## src/design/cnm_pkg.sv

```systemverilog
// Constants, register map and state type of the configuration memory transfer controller.
// Assumes a decoded byte-wide register port from the serial control port and a 20 MHz clock.
package cnm_pkg;
    localparam logic [11:0] ADDR_PIN_CFG = 12'h232;
    localparam logic [11:0] ADDR_COMMIT = 12'h234;
    localparam logic [11:0] ADDR_SEG_FIRST = 12'ha00;
    localparam logic [11:0] ADDR_SEG_LAST = 12'ha16;
    localparam logic [11:0] ADDR_PENDING = 12'hb00;
    localparam logic [11:0] ADDR_DATA_ERR = 12'hb01;
    localparam logic [11:0] ADDR_CTRL1 = 12'hb02;
    localparam logic [11:0] ADDR_STORE = 12'hb03;
    localparam int BIT_PIN_SEL = 4;
    localparam int BIT_COMMIT = 0;
    localparam int BIT_PENDING = 0;
    localparam int BIT_DATA_ERR = 0;
    localparam int BIT_WR_EN = 0;
    localparam int BIT_RELOAD = 1;
    localparam int BIT_STORE = 0;
    localparam int OP_FLAG_BIT = 7;
    localparam int SEG_COUNT = 23;
    localparam logic [4:0] SEG_COUNT_W = 5'h17;
    localparam logic [7:0] OP_COMMIT = 8'h80;
    localparam logic [7:0] OP_TERMINATOR = 8'hff;
    localparam logic [7:0] RD_UNMAPPED = 8'h00;
    localparam logic WR_EN_RST = 1'b0;
    localparam logic BOOT_SEL_RST = 1'b1;
    // Header byte holds count minus one; five 128-byte segments cover 0x000 to 0x27f.
    localparam logic [7:0] SEG_DEFAULT [SEG_COUNT] = '{
        8'h7f, 8'h00, 8'h00, 8'h7f, 8'h00, 8'h80, 8'h7f, 8'h01, 8'h00,
        8'h7f, 8'h01, 8'h80, 8'h7f, 8'h02, 8'h00, OP_COMMIT,
        OP_TERMINATOR, OP_TERMINATOR, OP_TERMINATOR, OP_TERMINATOR,
        OP_TERMINATOR, OP_TERMINATOR, OP_TERMINATOR};
    typedef enum logic [2:0] {
        S_IDLE,
        S_ENTRY,
        S_ADDR_HI,
        S_ADDR_LO,
        S_DATA,
        S_COMMIT,
        S_DRAIN
    } cnm_state_e;
endpackage : cnm_pkg

```

## src/design/cnm_nvm_xfer_ctrl.sv

```systemverilog
// Transfer controller between the register buffer bank and the configuration memory, with its FIFO.
// Assumes buffer bank reads are combinational and the memory answers each request with a one-cycle ack.
`timescale 1ns/1ns
`default_nettype none

module cnm_fifo #(
    parameter int WIDTH = 24,
    parameter int DEPTH = 16
) (
    input wire logic clock_i, // System clock.
    input wire logic rst_n_i, // Asynchronous reset, active low.
    input wire logic in_valid_i, // Write side valid.
    output logic in_ready_o, // Write side ready.
    input wire logic [WIDTH-1:0] in_data_i, // Write side data.
    output logic out_valid_o, // Read side valid.
    input wire logic out_ready_i, // Read side ready.
    output logic [WIDTH-1:0] out_data_o // Read side data.
);
    localparam int AW = $clog2(DEPTH);
    logic [WIDTH-1:0] mem [DEPTH];
    logic [AW-1:0] wr_idx;
    logic [AW-1:0] rd_idx;
    logic [AW:0] count;
    logic do_push;
    logic do_pop;

    assign in_ready_o = count != (AW+1)'(DEPTH);
    assign out_valid_o = count != '0;
    assign out_data_o = mem[rd_idx];
    assign do_push = in_valid_i && in_ready_o;
    assign do_pop = out_valid_o && out_ready_i;

    always_ff @(posedge clock_i)
    begin
        if (do_push)
        begin
            mem[wr_idx] <= in_data_i;
        end
    end

    // Index wrap assumes DEPTH is a power of two.
    always_ff @(posedge clock_i or negedge rst_n_i)
    begin
        if (!rst_n_i)
        begin
            wr_idx <= '0;
            rd_idx <= '0;
            count <= '0;
        end
        else
        begin
            if (do_push)
            begin
                wr_idx <= wr_idx + 1'b1;
            end
            if (do_pop)
            begin
                rd_idx <= rd_idx + 1'b1;
            end
            if (do_push && !do_pop)
            begin
                count <= count + 1'b1;
            end
            else if (do_pop && !do_push)
            begin
                count <= count - 1'b1;
            end
        end
    end
endmodule : cnm_fifo

module cnm_nvm_xfer_ctrl #(
    parameter int FIFO_DEPTH = 16
) (
    input wire logic clock_i, // 20 MHz clock.
    input wire logic rst_n_i, // Asynchronous reset, active low.
    input wire logic [11:0] reg_addr_i, // Register address.
    input wire logic reg_wr_i, // Register write strobe.
    input wire logic [7:0] reg_wdata_i, // Register write data.
    input wire logic reg_rd_i, // Register read strobe.
    output logic [7:0] reg_rdata_o, // Read data, one cycle after strobe.
    input wire logic boot_sel_i, // Boot select pin, asynchronous.
    output logic soft_reset_o, // Device soft reset pulse.
    output logic commit_o, // Buffer to active copy pulse.
    output logic [15:0] buf_addr_o, // Buffer bank address.
    input wire logic [7:0] buf_rdata_i, // Buffer bank read data.
    output logic buf_wr_o, // Buffer bank write strobe.
    output logic [7:0] buf_wdata_o, // Buffer bank write data.
    output logic nvm_req_o, // Memory request, held to ack.
    output logic nvm_we_o, // Memory request is a write.
    output logic [15:0] nvm_addr_o, // Memory byte address.
    output logic [7:0] nvm_wdata_o, // Memory write data.
    input wire logic nvm_ack_i, // Memory ack, one cycle.
    input wire logic [7:0] nvm_rdata_i, // Memory read data at ack.
    input wire logic nvm_err_i, // Memory flags bad read data at ack.
    output logic first_status_output_pin_o // Status pin mirror.
);
    localparam int FW = 24;
    logic [7:0] seg [cnm_pkg::SEG_COUNT];
    cnm_pkg::cnm_state_e st;
    logic xfer_load;
    logic wr_en;
    logic reload_bit;
    logic store_bit;
    logic pin_sel;
    logic data_err;
    logic [4:0] idx;
    logic [7:0] remaining;
    logic [15:0] cur_addr;
    logic [15:0] nvm_ptr;
    logic boot_s1;
    logic boot_s2;
    logic boot_s3;
    logic boot_sel_q;
    logic f_in_valid;
    logic f_in_ready;
    logic f_out_valid;
    logic f_out_ready;
    logic [FW-1:0] f_in_data;
    logic [FW-1:0] f_out_data;
    logic [7:0] entry;
    logic [11:0] seg_off;
    logic busy;
    logic push;
    logic load_req;
    logic seg_end;
    logic wr_seg;
    logic wr_ctrl1;
    logic wr_store;
    logic wr_commit;
    logic start_load;
    logic start_store;
    logic done;

    assign busy = st != cnm_pkg::S_IDLE;
    assign seg_end = idx >= cnm_pkg::SEG_COUNT_W;
    assign entry = seg_end ? cnm_pkg::OP_TERMINATOR : seg[idx];
    assign seg_off = reg_addr_i - cnm_pkg::ADDR_SEG_FIRST;
    assign wr_seg = reg_wr_i && reg_addr_i >= cnm_pkg::ADDR_SEG_FIRST && reg_addr_i <= cnm_pkg::ADDR_SEG_LAST;
    assign wr_ctrl1 = reg_wr_i && reg_addr_i == cnm_pkg::ADDR_CTRL1;
    assign wr_store = reg_wr_i && reg_addr_i == cnm_pkg::ADDR_STORE;
    assign wr_commit = reg_wr_i && reg_addr_i == cnm_pkg::ADDR_COMMIT;
    // A start while a transfer runs is dropped rather than queued.
    assign start_load = wr_ctrl1 && reg_wdata_i[cnm_pkg::BIT_RELOAD] && !boot_sel_q && !busy;
    assign start_store = wr_store && reg_wdata_i[cnm_pkg::BIT_STORE] && wr_en && !busy;
    assign done = st == cnm_pkg::S_DRAIN && !f_out_valid;

    // Each FIFO word is {address, byte}: memory address on a store, buffer address on a load.
    assign load_req = xfer_load && st == cnm_pkg::S_DATA && f_in_ready;
    assign f_in_valid = xfer_load ? (load_req && nvm_ack_i) : (st == cnm_pkg::S_DATA);
    assign f_in_data = xfer_load ? {cur_addr, nvm_rdata_i} : {nvm_ptr, buf_rdata_i};
    assign push = f_in_valid && f_in_ready;
    assign f_out_ready = xfer_load ? 1'b1 : nvm_ack_i;
    assign buf_addr_o = xfer_load ? f_out_data[FW-1:8] : cur_addr;
    assign buf_wr_o = xfer_load && f_out_valid;
    assign buf_wdata_o = f_out_data[7:0];
    assign nvm_req_o = xfer_load ? load_req : f_out_valid;
    assign nvm_we_o = !xfer_load && f_out_valid;
    assign nvm_addr_o = xfer_load ? nvm_ptr : f_out_data[FW-1:8];
    assign nvm_wdata_o = f_out_data[7:0];

    cnm_fifo #(
        .WIDTH(FW),
        .DEPTH(FIFO_DEPTH)
    ) u_fifo (
        .clock_i(clock_i),
        .rst_n_i(rst_n_i),
        .in_valid_i(f_in_valid),
        .in_ready_o(f_in_ready),
        .in_data_i(f_in_data),
        .out_valid_o(f_out_valid),
        .out_ready_i(f_out_ready),
        .out_data_o(f_out_data)
    );

    always_ff @(posedge clock_i or negedge rst_n_i)
    begin
        if (!rst_n_i)
        begin
            boot_s1 <= cnm_pkg::BOOT_SEL_RST;
            boot_s2 <= cnm_pkg::BOOT_SEL_RST;
            boot_s3 <= cnm_pkg::BOOT_SEL_RST;
            boot_sel_q <= cnm_pkg::BOOT_SEL_RST;
        end
        else
        begin
            boot_s1 <= boot_sel_i;
            boot_s2 <= boot_s1;
            boot_s3 <= boot_s2;
            if (boot_s2 == boot_s3)
            begin
                boot_sel_q <= boot_s3;
            end
        end
    end

    always_ff @(posedge clock_i or negedge rst_n_i)
    begin
        if (!rst_n_i)
        begin
            seg <= cnm_pkg::SEG_DEFAULT;
        end
        else if (wr_seg)
        begin
            seg[seg_off[4:0]] <= reg_wdata_i;
        end
    end

    // Segment walker: header byte, address high, address low, then the data bytes.
    always_ff @(posedge clock_i or negedge rst_n_i)
    begin
        if (!rst_n_i)
        begin
            st <= cnm_pkg::S_IDLE;
            idx <= '0;
            remaining <= '0;
            cur_addr <= '0;
            nvm_ptr <= '0;
            xfer_load <= 1'b0;
        end
        else
        begin
            case (st)
                cnm_pkg::S_IDLE:
                begin
                    if (start_load || start_store)
                    begin
                        st <= cnm_pkg::S_ENTRY;
                        idx <= '0;
                        nvm_ptr <= '0;
                        xfer_load <= start_load;
                    end
                end
                cnm_pkg::S_ENTRY:
                begin
                    if (entry == cnm_pkg::OP_TERMINATOR)
                    begin
                        st <= cnm_pkg::S_DRAIN;
                    end
                    else if (entry == cnm_pkg::OP_COMMIT)
                    begin
                        st <= cnm_pkg::S_COMMIT;
                    end
                    else if (entry[cnm_pkg::OP_FLAG_BIT])
                    begin
                        idx <= idx + 1'b1;
                    end
                    else
                    begin
                        remaining <= {1'b0, entry[6:0]} + 8'h01;
                        idx <= idx + 1'b1;
                        st <= cnm_pkg::S_ADDR_HI;
                    end
                end
                cnm_pkg::S_ADDR_HI:
                begin
                    cur_addr[15:8] <= entry;
                    idx <= idx + 1'b1;
                    st <= seg_end ? cnm_pkg::S_DRAIN : cnm_pkg::S_ADDR_LO;
                end
                cnm_pkg::S_ADDR_LO:
                begin
                    cur_addr[7:0] <= entry;
                    idx <= idx + 1'b1;
                    st <= seg_end ? cnm_pkg::S_DRAIN : cnm_pkg::S_DATA;
                end
                cnm_pkg::S_DATA:
                begin
                    if (push)
                    begin
                        cur_addr <= cur_addr + 16'h0001;
                        nvm_ptr <= nvm_ptr + 16'h0001;
                        remaining <= remaining - 8'h01;
                        if (remaining == 8'h01)
                        begin
                            st <= cnm_pkg::S_ENTRY;
                        end
                    end
                end
                cnm_pkg::S_COMMIT:
                begin
                    // A load commits only once every queued byte is in the buffer bank.
                    if (!xfer_load || !f_out_valid)
                    begin
                        idx <= idx + 1'b1;
                        st <= cnm_pkg::S_ENTRY;
                    end
                end
                cnm_pkg::S_DRAIN:
                begin
                    if (!f_out_valid)
                    begin
                        st <= cnm_pkg::S_IDLE;
                    end
                end
                default:
                begin
                    st <= cnm_pkg::S_IDLE;
                end
            endcase
        end
    end

    always_ff @(posedge clock_i or negedge rst_n_i)
    begin
        if (!rst_n_i)
        begin
            commit_o <= 1'b0;
            soft_reset_o <= 1'b0;
        end
        else
        begin
            commit_o <= (wr_commit && reg_wdata_i[cnm_pkg::BIT_COMMIT])
                || (st == cnm_pkg::S_COMMIT && xfer_load && !f_out_valid);
            soft_reset_o <= start_load;
        end
    end

    always_ff @(posedge clock_i or negedge rst_n_i)
    begin
        if (!rst_n_i)
        begin
            wr_en <= cnm_pkg::WR_EN_RST;
            pin_sel <= 1'b0;
        end
        else
        begin
            if (wr_ctrl1)
            begin
                wr_en <= reg_wdata_i[cnm_pkg::BIT_WR_EN];
            end
            if (reg_wr_i && reg_addr_i == cnm_pkg::ADDR_PIN_CFG)
            begin
                pin_sel <= reg_wdata_i[cnm_pkg::BIT_PIN_SEL];
            end
        end
    end

    // Trigger bits cannot be set while busy, so a set never meets the clearing edge.
    always_ff @(posedge clock_i or negedge rst_n_i)
    begin
        if (!rst_n_i)
        begin
            store_bit <= 1'b0;
            reload_bit <= 1'b0;
        end
        else
        begin
            if (start_store)
            begin
                store_bit <= 1'b1;
            end
            else if (done)
            begin
                store_bit <= 1'b0;
            end
            if (start_load)
            begin
                reload_bit <= 1'b1;
            end
            else if (done)
            begin
                reload_bit <= 1'b0;
            end
        end
    end

    always_ff @(posedge clock_i or negedge rst_n_i)
    begin
        if (!rst_n_i)
        begin
            data_err <= 1'b0;
            first_status_output_pin_o <= 1'b0;
        end
        else
        begin
            if (start_load)
            begin
                data_err <= 1'b0;
            end
            else if (load_req && nvm_ack_i && nvm_err_i)
            begin
                data_err <= 1'b1;
            end
            first_status_output_pin_o <= pin_sel && busy;
        end
    end

    always_ff @(posedge clock_i or negedge rst_n_i)
    begin
        if (!rst_n_i)
        begin
            reg_rdata_o <= cnm_pkg::RD_UNMAPPED;
        end
        else if (reg_rd_i)
        begin
            reg_rdata_o <= cnm_pkg::RD_UNMAPPED;
            if (reg_addr_i >= cnm_pkg::ADDR_SEG_FIRST && reg_addr_i <= cnm_pkg::ADDR_SEG_LAST)
            begin
                reg_rdata_o <= seg[seg_off[4:0]];
            end
            case (reg_addr_i)
                cnm_pkg::ADDR_PIN_CFG: reg_rdata_o[cnm_pkg::BIT_PIN_SEL] <= pin_sel;
                cnm_pkg::ADDR_PENDING: reg_rdata_o[cnm_pkg::BIT_PENDING] <= busy;
                cnm_pkg::ADDR_DATA_ERR: reg_rdata_o[cnm_pkg::BIT_DATA_ERR] <= data_err;
                cnm_pkg::ADDR_CTRL1:
                begin
                    reg_rdata_o[cnm_pkg::BIT_WR_EN] <= wr_en;
                    reg_rdata_o[cnm_pkg::BIT_RELOAD] <= reload_bit;
                end
                cnm_pkg::ADDR_STORE: reg_rdata_o[cnm_pkg::BIT_STORE] <= store_bit;
                default: ;
            endcase
        end
    end
endmodule : cnm_nvm_xfer_ctrl

`default_nettype wire

```

## config.mk

```make
export PLATFORM = sky130hd
export DESIGN_NAME = cnm_nvm_xfer_ctrl
export DESIGN_NICKNAME = d
export VERILOG_FILES = /design/src/design/cnm_pkg.sv /design/src/design/cnm_nvm_xfer_ctrl.sv
export SDC_FILE = /design/constraint.sdc
export NUM_CORES = 1
export LEC_CHECK = 0
export BUFFER_PORTS_ARGS = -buffer_cell sky130_fd_sc_hd__buf_2
export CAP_MARGIN = 0
export CELL_PAD_IN_SITES_DETAIL_PLACEMENT = 1
export CELL_PAD_IN_SITES_GLOBAL_PLACEMENT = 2
export CORE_MARGIN = 1
export CORE_UTILIZATION = 49
export CTS_BUF_LIST = sky130_fd_sc_hd__clkbuf_4 sky130_fd_sc_hd__clkbuf_8
export DETAILED_ROUTE_END_ITERATION = 7
export PLACE_DENSITY_LB_ADDON = 0.2
export SKIP_CTS_REPAIR_TIMING = 1
export SYNTH_ARGS = -nofsm -noshare
export SYNTH_HDL_FRONTEND = slang
export SYNTH_SLANG_ARGS = --single-unit
```

## constraint.sdc

```tcl
create_clock -name clock_i -period 5.1 [get_ports clock_i]
set_clock_uncertainty 0.1 [all_clocks]
set_input_delay 0 -clock clock_i [delete_from_list [all_inputs] [get_ports clock_i]]
set_output_delay 0 -clock clock_i [all_outputs]
set_load 0.03 [all_outputs]
```

# Word level (Yosys, flattened, before mapping)
# Memory sizes are Yosys's and may differ from the RTL's.
# Cells that the tools add are included.
# word_totals
rom_bits	0
regBits	266
word_cells	205
ramBits	384
n_memories	1
latch_bits	0
# mem_list
memory	depth	width	read_ports	rd_clocked_by_memory_dff	wr	line_no	rtl
u_fifo.mem	16	24	1	0	1	cnm_nvm_xfer_ctrl.sv:20	logic [WIDTH-1:0] mem [DEPTH];
# op_classes
n_mux	56
div	0
bitwise	2
shifts	0
eq_ne	26
addsub	10
reduce_logical	58
n_mul	0
magnitude_cmp	6
# op_table
op	n
bitwise mux 184 bit	1
2-to-1 mux 8 bit	11
binary-select mux 8 bit (select 5 bit)	2
2-to-1 mux 16 bit	5
== test 12 bit (second input constant)	4
one-hot mux 8 bit (2 select lines)	3
demux 8 bit (select 5 bit)	1
adder 16 x 1 -> 16 bit (second input constant)	2
one-hot mux 16 bit (2 select lines)	1
2-to-1 mux 5 bit	6
logical AND 1 bit	29
2-to-1 mux 3 bit	9
== test 12 x 10 -> 1 bit (second input constant)	2
2-to-1 mux 24 bit	1
one-hot mux 3 bit (7 select lines)	1
one-hot mux 5 bit (4 select lines)	1
== test 8 bit (second input constant)	2
nonzero test 2 bit	8
>= comparator 12 bit (second input constant)	1
>= comparator 6 bit (second input constant)	2
<= comparator 12 bit (second input constant)	1
2-to-1 mux 1 bit	12
!= test 2 bit (second input constant)	6
inverter 5 -> 6 bit	2
28 further kinds	45

# Longest topological paths before layout
# Gate-level depths: netlist (run 1).
# logic_depth
ltp_word	10
ltp_mapped	15

# By module
# From an unflattened synthesis (run 1), not the netlist that was laid out.
# unflattened
cells_unflattened	2001
area_unflattened_um2	30489.2
# modules_own_cells
mod	area_each_um2	seq_area_each_um2	cells_per_inst	instances
cnm_fifo	15675.0	11856.4	777	1
cnm_nvm_xfer_ctrl	14814.2	6457.4	1224	1

# Worst setup path after synthesis (run 1)
# No wires, ideal clock.
# synth_timing
path_kind	register to register
from	register st[2]
to	memory u_fifo.mem[7][0], enable pin
path_stages_with_launch	10
setup_ns	0.435
t_arrival_ns	3.536
n_path_buf	3
setup_slack_ns	1.029
path_cell_list	dfrtp_1 -> clkbuf_1 -> nand3_1 -> a21oi_1 -> o21ai_1 -> inv_1 -> buf_2 -> buf_1 -> nand2_1 -> nor3_1
# synth_via
elab_chain_cells	8
# synth_lines
item	line_no	rtl
from (decl)	cnm_nvm_xfer_ctrl.sv:100	cnm_pkg::cnm_state_e st;
from (signal assigned)	cnm_nvm_xfer_ctrl.sv:214	st <= cnm_pkg::S_IDLE;
from (signal assigned)	cnm_nvm_xfer_ctrl.sv:228	st <= cnm_pkg::S_ENTRY;
from (signal assigned)	cnm_nvm_xfer_ctrl.sv:238	st <= cnm_pkg::S_DRAIN;
== test 3 bit (*)	cnm_nvm_xfer_ctrl.sv:149, cnm_nvm_xfer_ctrl.sv:150	
logical AND 1 bit (2 in series)	cnm_nvm_xfer_ctrl.sv:149	assign load_req = xfer_load && st == cnm_pkg::S_DATA && f_in_ready;
logical AND 1 bit	cnm_nvm_xfer_ctrl.sv:150	assign f_in_valid = xfer_load ? (load_req && nvm_ack_i) : (st == cnm_pkg::S_DATA);
2-to-1 mux 1 bit (*)	cnm_nvm_xfer_ctrl.sv:150	
logical AND 1 bit (*)	--	
net push	cnm_nvm_xfer_ctrl.sv:124	logic push;
2-to-1 mux 1 bit (*)	cnm_nvm_xfer_ctrl.sv:35	if (do_push)
2-to-1 mux 1 bit (implied by the code) (*)	cnm_nvm_xfer_ctrl.sv:37	mem[wr_idx] <= in_data_i;
to (decl)	cnm_nvm_xfer_ctrl.sv:20	
# Mark *: on every way through the listed nets, which the timed path passes. The rest lies on a longest branch.

# Worst setup path after layout (run 1)
# layout_timing
from	register idx[0]
to	register idx[4]
# layout_via
elab_chain_cells	8
elab_cells_between_ends	16
cone_classes	add/sub (1); order compare (1); eq/ne (4); mux (8); bitwise (1); reduce/logical (1)
# layout_lines
item	line_no	rtl
from (decl)	cnm_nvm_xfer_ctrl.sv:107	logic [4:0] idx;
from (signal assigned)	cnm_nvm_xfer_ctrl.sv:246	idx <= idx + 1'b1;
from (signal assigned)	cnm_nvm_xfer_ctrl.sv:251	idx <= idx + 1'b1;
from (signal assigned)	cnm_nvm_xfer_ctrl.sv:258	idx <= idx + 1'b1;
inverter 5 -> 6 bit (implied by the code)	cnm_nvm_xfer_ctrl.sv:137	assign entry = seg_end ? cnm_pkg::OP_TERMINATOR : seg[idx];
binary-select mux 8 bit (select 5 bit)	cnm_nvm_xfer_ctrl.sv:137	
2-to-1 mux 8 bit (implied by the code) (2 in series)	cnm_nvm_xfer_ctrl.sv:137	
2-to-1 mux 8 bit	cnm_nvm_xfer_ctrl.sv:137	
== test 8 bit, on equally long branches	cnm_nvm_xfer_ctrl.sv:240, cnm_nvm_xfer_ctrl.sv:236	
!= test 2 bit (no line)	--	
AND reduction 5 bit (no line)	--	
# Parallel ways exist; a longest one is shown, timed or not. The select of a mux whose other input is x is not followed.
# A chain may end at the register's enable or synchronous reset.

==> out/results.ini, run 1 <==
[worst_setup_path]
r2r_start = idx[0]
cpMaxStageDelayCell = dfrtp_4
cp-end-kind = register
worstSetupEndpoint = idx[4]
slowest_delay_ns = 0.99
crit_path_max_fanout = 53
rr_worst_depth = 9
critical_path_class = reg -> reg
crit_chain = buf_4 > mux4_2 > nand2b_1 > a21oi_1 > and3_4 > nor4_2 > a22oi_2 > o21bai_2 > a221o_1
start_kind = register
reg2reg_slack_ns = 1.12
arrival_ns = 4.46
r2r_end = idx[4]
startpoint = idx[0]
required_ns = 5.58

[synth]
syn_area_um2 = 30100
synthDistinctLibCells = 79
synth-edff-count = 384
synth_most_common_cell = edfxtp_1
ys_ff_latch = 650
yosysSeqAreaShare_pct = 60.9
synth-main-ff-cell = edfxtp_1
yosysWarnings = 0
yosys.area.top_type = edfxtp_1
syn_inst = 1854
syn_nets = 1915
ys_top_cells_by_count = edfxtp_1, mux2_2, mux4_2, dfrtp_1, dfstp_2
synth_top_area_share_pct = 38.4
avgSynthCellArea_um2 = 16.2
ys_top_cells_by_area = edfxtp_1, mux4_2, dfrtp_1
async_flop_share_pct = 40.9

[timing]
fmax_mhz = 252
finalSetupViolCount = 0
min_period_over_period_pct = 78.0
period_minus_slack_ns = 3.98
grt_setup_unrepaired = no
max_slew.worst_pin.slew_ns = 1.12
hold_viol = 0
setup_tns_ns = 0
slew_viol_final = 0
relSlewSlack_pct = 25.5

[die]
initial_core_util_pct = 49.7
ios = 105
core_area_um2 = 60500
dieArea_um2 = 62300
rows = 90
die_h_um = 250
die_w_um = 250

[route]
viasPerCell = 6.13
detail-route-antenna-nets = 0
drt-pass1-iter-count = 5
wl_per_cell_um = 28.5
drt_iter0_markers = 1269
drt-total-wl_um = 82600
num_vias = 17794
drcViolationCount = 0

[power]
swShare_pct = 33.7
clkPwrFrac_pct = 30.8
power_frac_comb_pct = 26.5
p_int_mw = 10.2
power_density_nw_per_um2 = 452
peakVddDrop_mv = 0.351
power_switching_mw = 5.20
pwr-share-seq_pct = 42.6
power.leakage_nw = 13.0

[clock_tree]
ctsRootBufferMaster = clkbuf_8
cts_buffer_depth = 3
clk_pin_slew_ns = 0.06
cts.sinks = 650
cts_buffers = 106
clkLatencyLatePin_ns = 0.72
cts_tree = built
cts.htree.levels = 3

[layout]
fillerInstances = 5576
area_delta_synth_final_pct = 13.7
drive_gt1_share_pct = 43.0
nets = 2093
post-route-util_pct = 56.5

[placement]
dpl.hpwl_um = 52100
place.port_buffers = 104
place.gp.congestion = 0.835

[grt]
overflow = 0
grt_max_degree = 110
track_usage_pct = 26.7
grt_pass1_wl_um = 123000
grt_pass1_vias = 18832
antenna_found_initial = 1

[outcome]
outcome = complete, no violations

[run]
cap_violations = 0

[hold_path]
hold_class = in -> reg

==> registers in the layout (all words and copies together) (netlist names), 4 cells and up <==
signal         flops
u_fifo.mem       384
seg              184
cur_addr          16
nvm_ptr           16
reg_rdata_o        8
remaining          8
idx                5
u_fifo.count       5
u_fifo.rd_idx      4
u_fifo.wr_idx      4
==> power groups by stage <==
stage	Combinational (mW)	Sequential, mW	Clock (mW)
2_1_floorplan	3.38	6.13	0
5_1_grt	4.37	6.66	5.07
4_1_cts	4.11	6.60	4.88
3_5_place_dp	4.08	6.69	0
6_report	4.10	6.59	4.76
3_3_place_gp	4.01	6.67	0
==> final cells by class <==
| cell class | count | area (um2) | share of cell area (%) |
|---|---|---|---|
| clock buffers | 162 | 1940 | 5.66 |
| repair buffers | 199 | 1400 | 4.11 |
| multi-input cells | 1044 | 11100 | 32.5 |
| diodes | 1 | 2.50 | 0.00732 |
| inverters | 31 | 116 | 0.340 |
| flip-flops and latches | 650 | 18300 | 53.6 |
| well taps | 782 | 978 | 2.86 |
| clock inverters | 32 | 314 | 0.919 |
==> per-stage QoR <==
step                      setup WS (ns)  std cells  hold slack [ns]  instance area (um2)  total power [mW]
after floorplan                    1.03       1854           -0.396                30100              9.51
after global placement             1.18       2655          0.00743                31400              10.7
after detailed placement           1.12       2655          0.00362                31400              10.8
after CTS                          1.10       2849           -0.773                33600              15.6
after global routing              0.914       2901           0.0231                34200              16.1
final                              1.12       2901           0.0300                34200              15.4
==> worst min-delay path by stage <==
stage                           end  cells after the start          start
floorplan                  commit_o                      0        rst_n_i
global placement    u_fifo.count[1]                      1        rst_n_i
detailed placement  u_fifo.count[4]                      1        rst_n_i
CTS                 u_fifo.count[2]                      1        rst_n_i
global route              store_bit                      5  reg_addr_i[1]
finish                    store_bit                      5  reg_addr_i[1]
==> cell families after synthesis <==
group / synth area share (%)
AO/OA/AOI/OAI: 4.09
XOR/XNOR: 0.787
adder cells (fa/ha/maj): 0.808
buffers and inverters: 2.37
flip-flops: 60.9
multiplexers: 25.4
AND/OR/NAND/NOR: 5.57
==> critical path: cells and delay by family, from the launching register on <==
| kind | cells | cell delay [ns] |
|---|---|---|
| AO/OA/AOI/OAI | 4 | 1.30 |
| buffers and inverters | 1 | 0.38 |
| flip-flops | 1 | 0.99 |
| multiplexers | 1 | 0.52 |
| AND/OR/NAND/NOR | 3 | 0.50 |
==> layer usage <==
layer,global-route usage [%],routed length (um)
met1,35.3,33800
met2,45.7,42900
met3,4.10,3830
met4,7.99,2050
met5,0,0
==> cells in the final DEF (no fill, tap or decap), types with 44 or more instances in the layout <==
master	Yosys	routed
edfxtp_1	384	384
mux2_2	244	244
mux4_2	192	192
dfrtp_1	165	159
clkbuf_8	0	115
buf_2	19	102
dfstp_2	101	101
nand2_1	84	84
nor2_1	86	82
dlygate4sd3_1	0	50
a21oi_1	49	49
clkbuf_4	0	47
o21ai_0	45	45
buf_4	9	44
(Power assumes the default switching activity.)
==> inputs of run 2 (changes only) <==
--- a/config.mk
+++ b/config.mk
@@ -5,12 +5,13 @@
 export SDC_FILE = /design/constraint.sdc
 export NUM_CORES = 1
 export LEC_CHECK = 0
+export ABC_AREA = 1
 export BUFFER_PORTS_ARGS = -buffer_cell sky130_fd_sc_hd__buf_2
 export CAP_MARGIN = 0
 export CELL_PAD_IN_SITES_DETAIL_PLACEMENT = 1
 export CELL_PAD_IN_SITES_GLOBAL_PLACEMENT = 2
 export CORE_MARGIN = 1
-export CORE_UTILIZATION = 49
+export CORE_UTILIZATION = 38
 export CTS_BUF_LIST = sky130_fd_sc_hd__clkbuf_4 sky130_fd_sc_hd__clkbuf_8
 export DETAILED_ROUTE_END_ITERATION = 7
 export PLACE_DENSITY_LB_ADDON = 0.2
==> constraint.sdc (replaced) <==
create_clock -name clock_i -period 3.6 [get_ports clock_i]
set_clock_uncertainty 0.1 [all_clocks]
set_input_delay 0 -clock clock_i [delete_from_list [all_inputs] [get_ports clock_i]]
set_output_delay 0 -clock clock_i [all_outputs]
set_load 0.03 [all_outputs]
==> out/results.ini, run 2 <==
[synth]
ys_ff_latch = 650
ys_top_cells_by_area = edfxtp_1, dfrtp_1, dfstp_2
yosys.area.top_type = edfxtp_1
yosysSeqAreaShare_pct = 59.0
synth-main-ff-cell = edfxtp_1
syn_inst = 3162
synth-edff-count = 384
synth_top_area_share_pct = 37.2
synth_most_common_cell = nand2_1
async_flop_share_pct = 40.9
avgSynthCellArea_um2 = 9.81
ys_top_cells_by_count = nand2_1, edfxtp_1, o21ai_0, nor2_1, inv_1
synthDistinctLibCells = 65
syn_nets = 3223
yosysWarnings = 0
syn_area_um2 = 31000

[die]
ios = 105
core_area_um2 = 80700
die_h_um = 288
rows = 104
dieArea_um2 = 82800
initial_core_util_pct = 38.5
die_w_um = 288

[power]
power.leakage_nw = 13.6
peakVddDrop_mv = 0.592
p_int_mw = 15.4
power_density_nw_per_um2 = 734
pwr-share-seq_pct = 35.4
power_frac_comb_pct = 38.0
swShare_pct = 41.3
clkPwrFrac_pct = 26.6
power_switching_mw = 10.8

[route]
drt-pass1-iter-count = 7
num_vias = 24467
wl_per_cell_um = 23.4
drcViolationCount = 14
viasPerCell = 5.48
detail-route-antenna-nets = 0
drt_iter0_markers = 1825
drt-total-wl_um = 104000

[worst_setup_path]
start_kind = register
required_ns = 4.19
cp-end-kind = register
critical_path_class = reg -> reg
crit_path_max_fanout = 27
arrival_ns = 3.93
reg2reg_slack_ns = 0.25

[timing]
period_minus_slack_ns = 3.35
setup_tns_ns = 0
max_slew.worst_pin.slew_ns = 1.15
finalSetupViolCount = 0
fmax_mhz = 299
relSlewSlack_pct = 23.5
hold_viol = 13
slew_viol_final = 0
min_period_over_period_pct = 92.9
grt_setup_unrepaired = no
timing.hold.ws_ns = -0.0129
fin_ws_ns = 0.255

[placement]
place.gp.congestion = 0.815
post-place-ws_ns = 0.554
placedInstanceArea_um2 = 32800
dpl.hpwl_um = 65000
place.port_buffers = 104

[hold_path]
hold_class = in -> reg

[layout]
largest_reg_flops = 384
final_common_cell = nand2_1
post-route-util_pct = 44.3
design_area_um2 = 35700
largestRegisters = u_fifo.mem x384, seg x184
drive_gt1_share_pct = 16.8
top_register = u_fifo.mem
layout_common_cells = nand2_1, edfxtp_1, o21ai_0
area_delta_synth_final_pct = 15.1
nets = 3372

[clock_tree]
cts_tree = built
cts_buffer_depth = 3
ctsRootBufferMaster = clkbuf_8
clk_pin_slew_ns = 0.06
cts.htree.levels = 3
cts_buffers = 110
cts.sinks = 650
clkLatencyLatePin_ns = 0.75

[grt]
grt_pass1_vias = 25505
grt_max_degree = 122
antenna_found_initial = 1
overflow = 0
track_usage_pct = 25.1
grt_pass1_wl_um = 157000

[outcome]
outcome = finished, violations left
failed_checks = design-rule violations, negative hold slack

[run]
cap_violations = 0

run 2: kinds of logic after synthesis:
family,synth area share [%]
buffers and inverters,5.99
AND/OR/NAND/NOR,17.8
AO/OA/AOI/OAI,13.3
XOR/XNOR,0.706
adder cells (fa/ha/maj),0.782
multiplexers,2.39
flip-flops,59.0
run 2: final cells by class:
cell class              instances  area [um2]
well taps                    1060        1330
flip-flops and latches        650       18300
fillers                      9149       45000
diodes                          1        2.50
repair buffers                242        1960
clock buffers                 163        1960
clock inverters                43         350
inverters                     215         813
multi-input cells            2092       11000
run 2: final timing paths:
path / from / to / depth (start not counted)
setup / recovery: st[0] / data_err / 10
hold / removal: nvm_rdata_i[5] / u_fifo.mem[7][5] / 3
setup reg to reg: st[0] / data_err / 10
hold reg to reg: boot_s1 / boot_s2 / 0
max in group asynchronous: rst_n_i / seg[16] / 4
min in group asynchronous: rst_n_i / seg[168] / 3
run 2: per-stage QoR:
stage	instances	hold slack [ns]	total power, mW
floorplan	3162	-0.396	15.9
global placement	4205	0.00811	19.1
detailed placement	4205	0.00732	19.4
CTS	4411	-0.831	26.4
global route	4466	0.00763	27.7
finish	4466	-0.0129	26.2
run 2: layer usage:
metal  vias to the layer above  part of all wire, %  routed length, um  global-route usage [%]
met5                         -                    0                  0                       0
met4                         0                  3.0               3110                    8.35
met3                       166                  5.1               5320                    3.68
met2                       653                   47              49500                    41.3
met1                     12319                   44              46500                    34.0
li1                      11329                    -                  -                       -
run 2: power groups by stage:
stage | Sequential (mW) | Combinational, mW | Clock [mW]
floorplan | 9.22 | 6.70 | 0
global placement | 9.38 | 9.73 | 0
detailed placement | 9.41 | 9.94 | 0
CTS | 9.27 | 9.99 | 7.15
global route | 9.33 | 10.9 | 7.45
finish | 9.27 | 9.96 | 6.98
run 2: worst max-delay path, stage by stage (launching register included):
cell and delay [ns]:
dfrtp_1 0.44, nor2_1 0.30, inv_1 0.12, nor2_4 0.10, buf_4 0.35, inv_1 0.26, nor2_1 0.22, nand4_1 0.11
dlygate4sd3_1 0.58, a21oi_1 0.14, dlygate4sd3_1 0.56
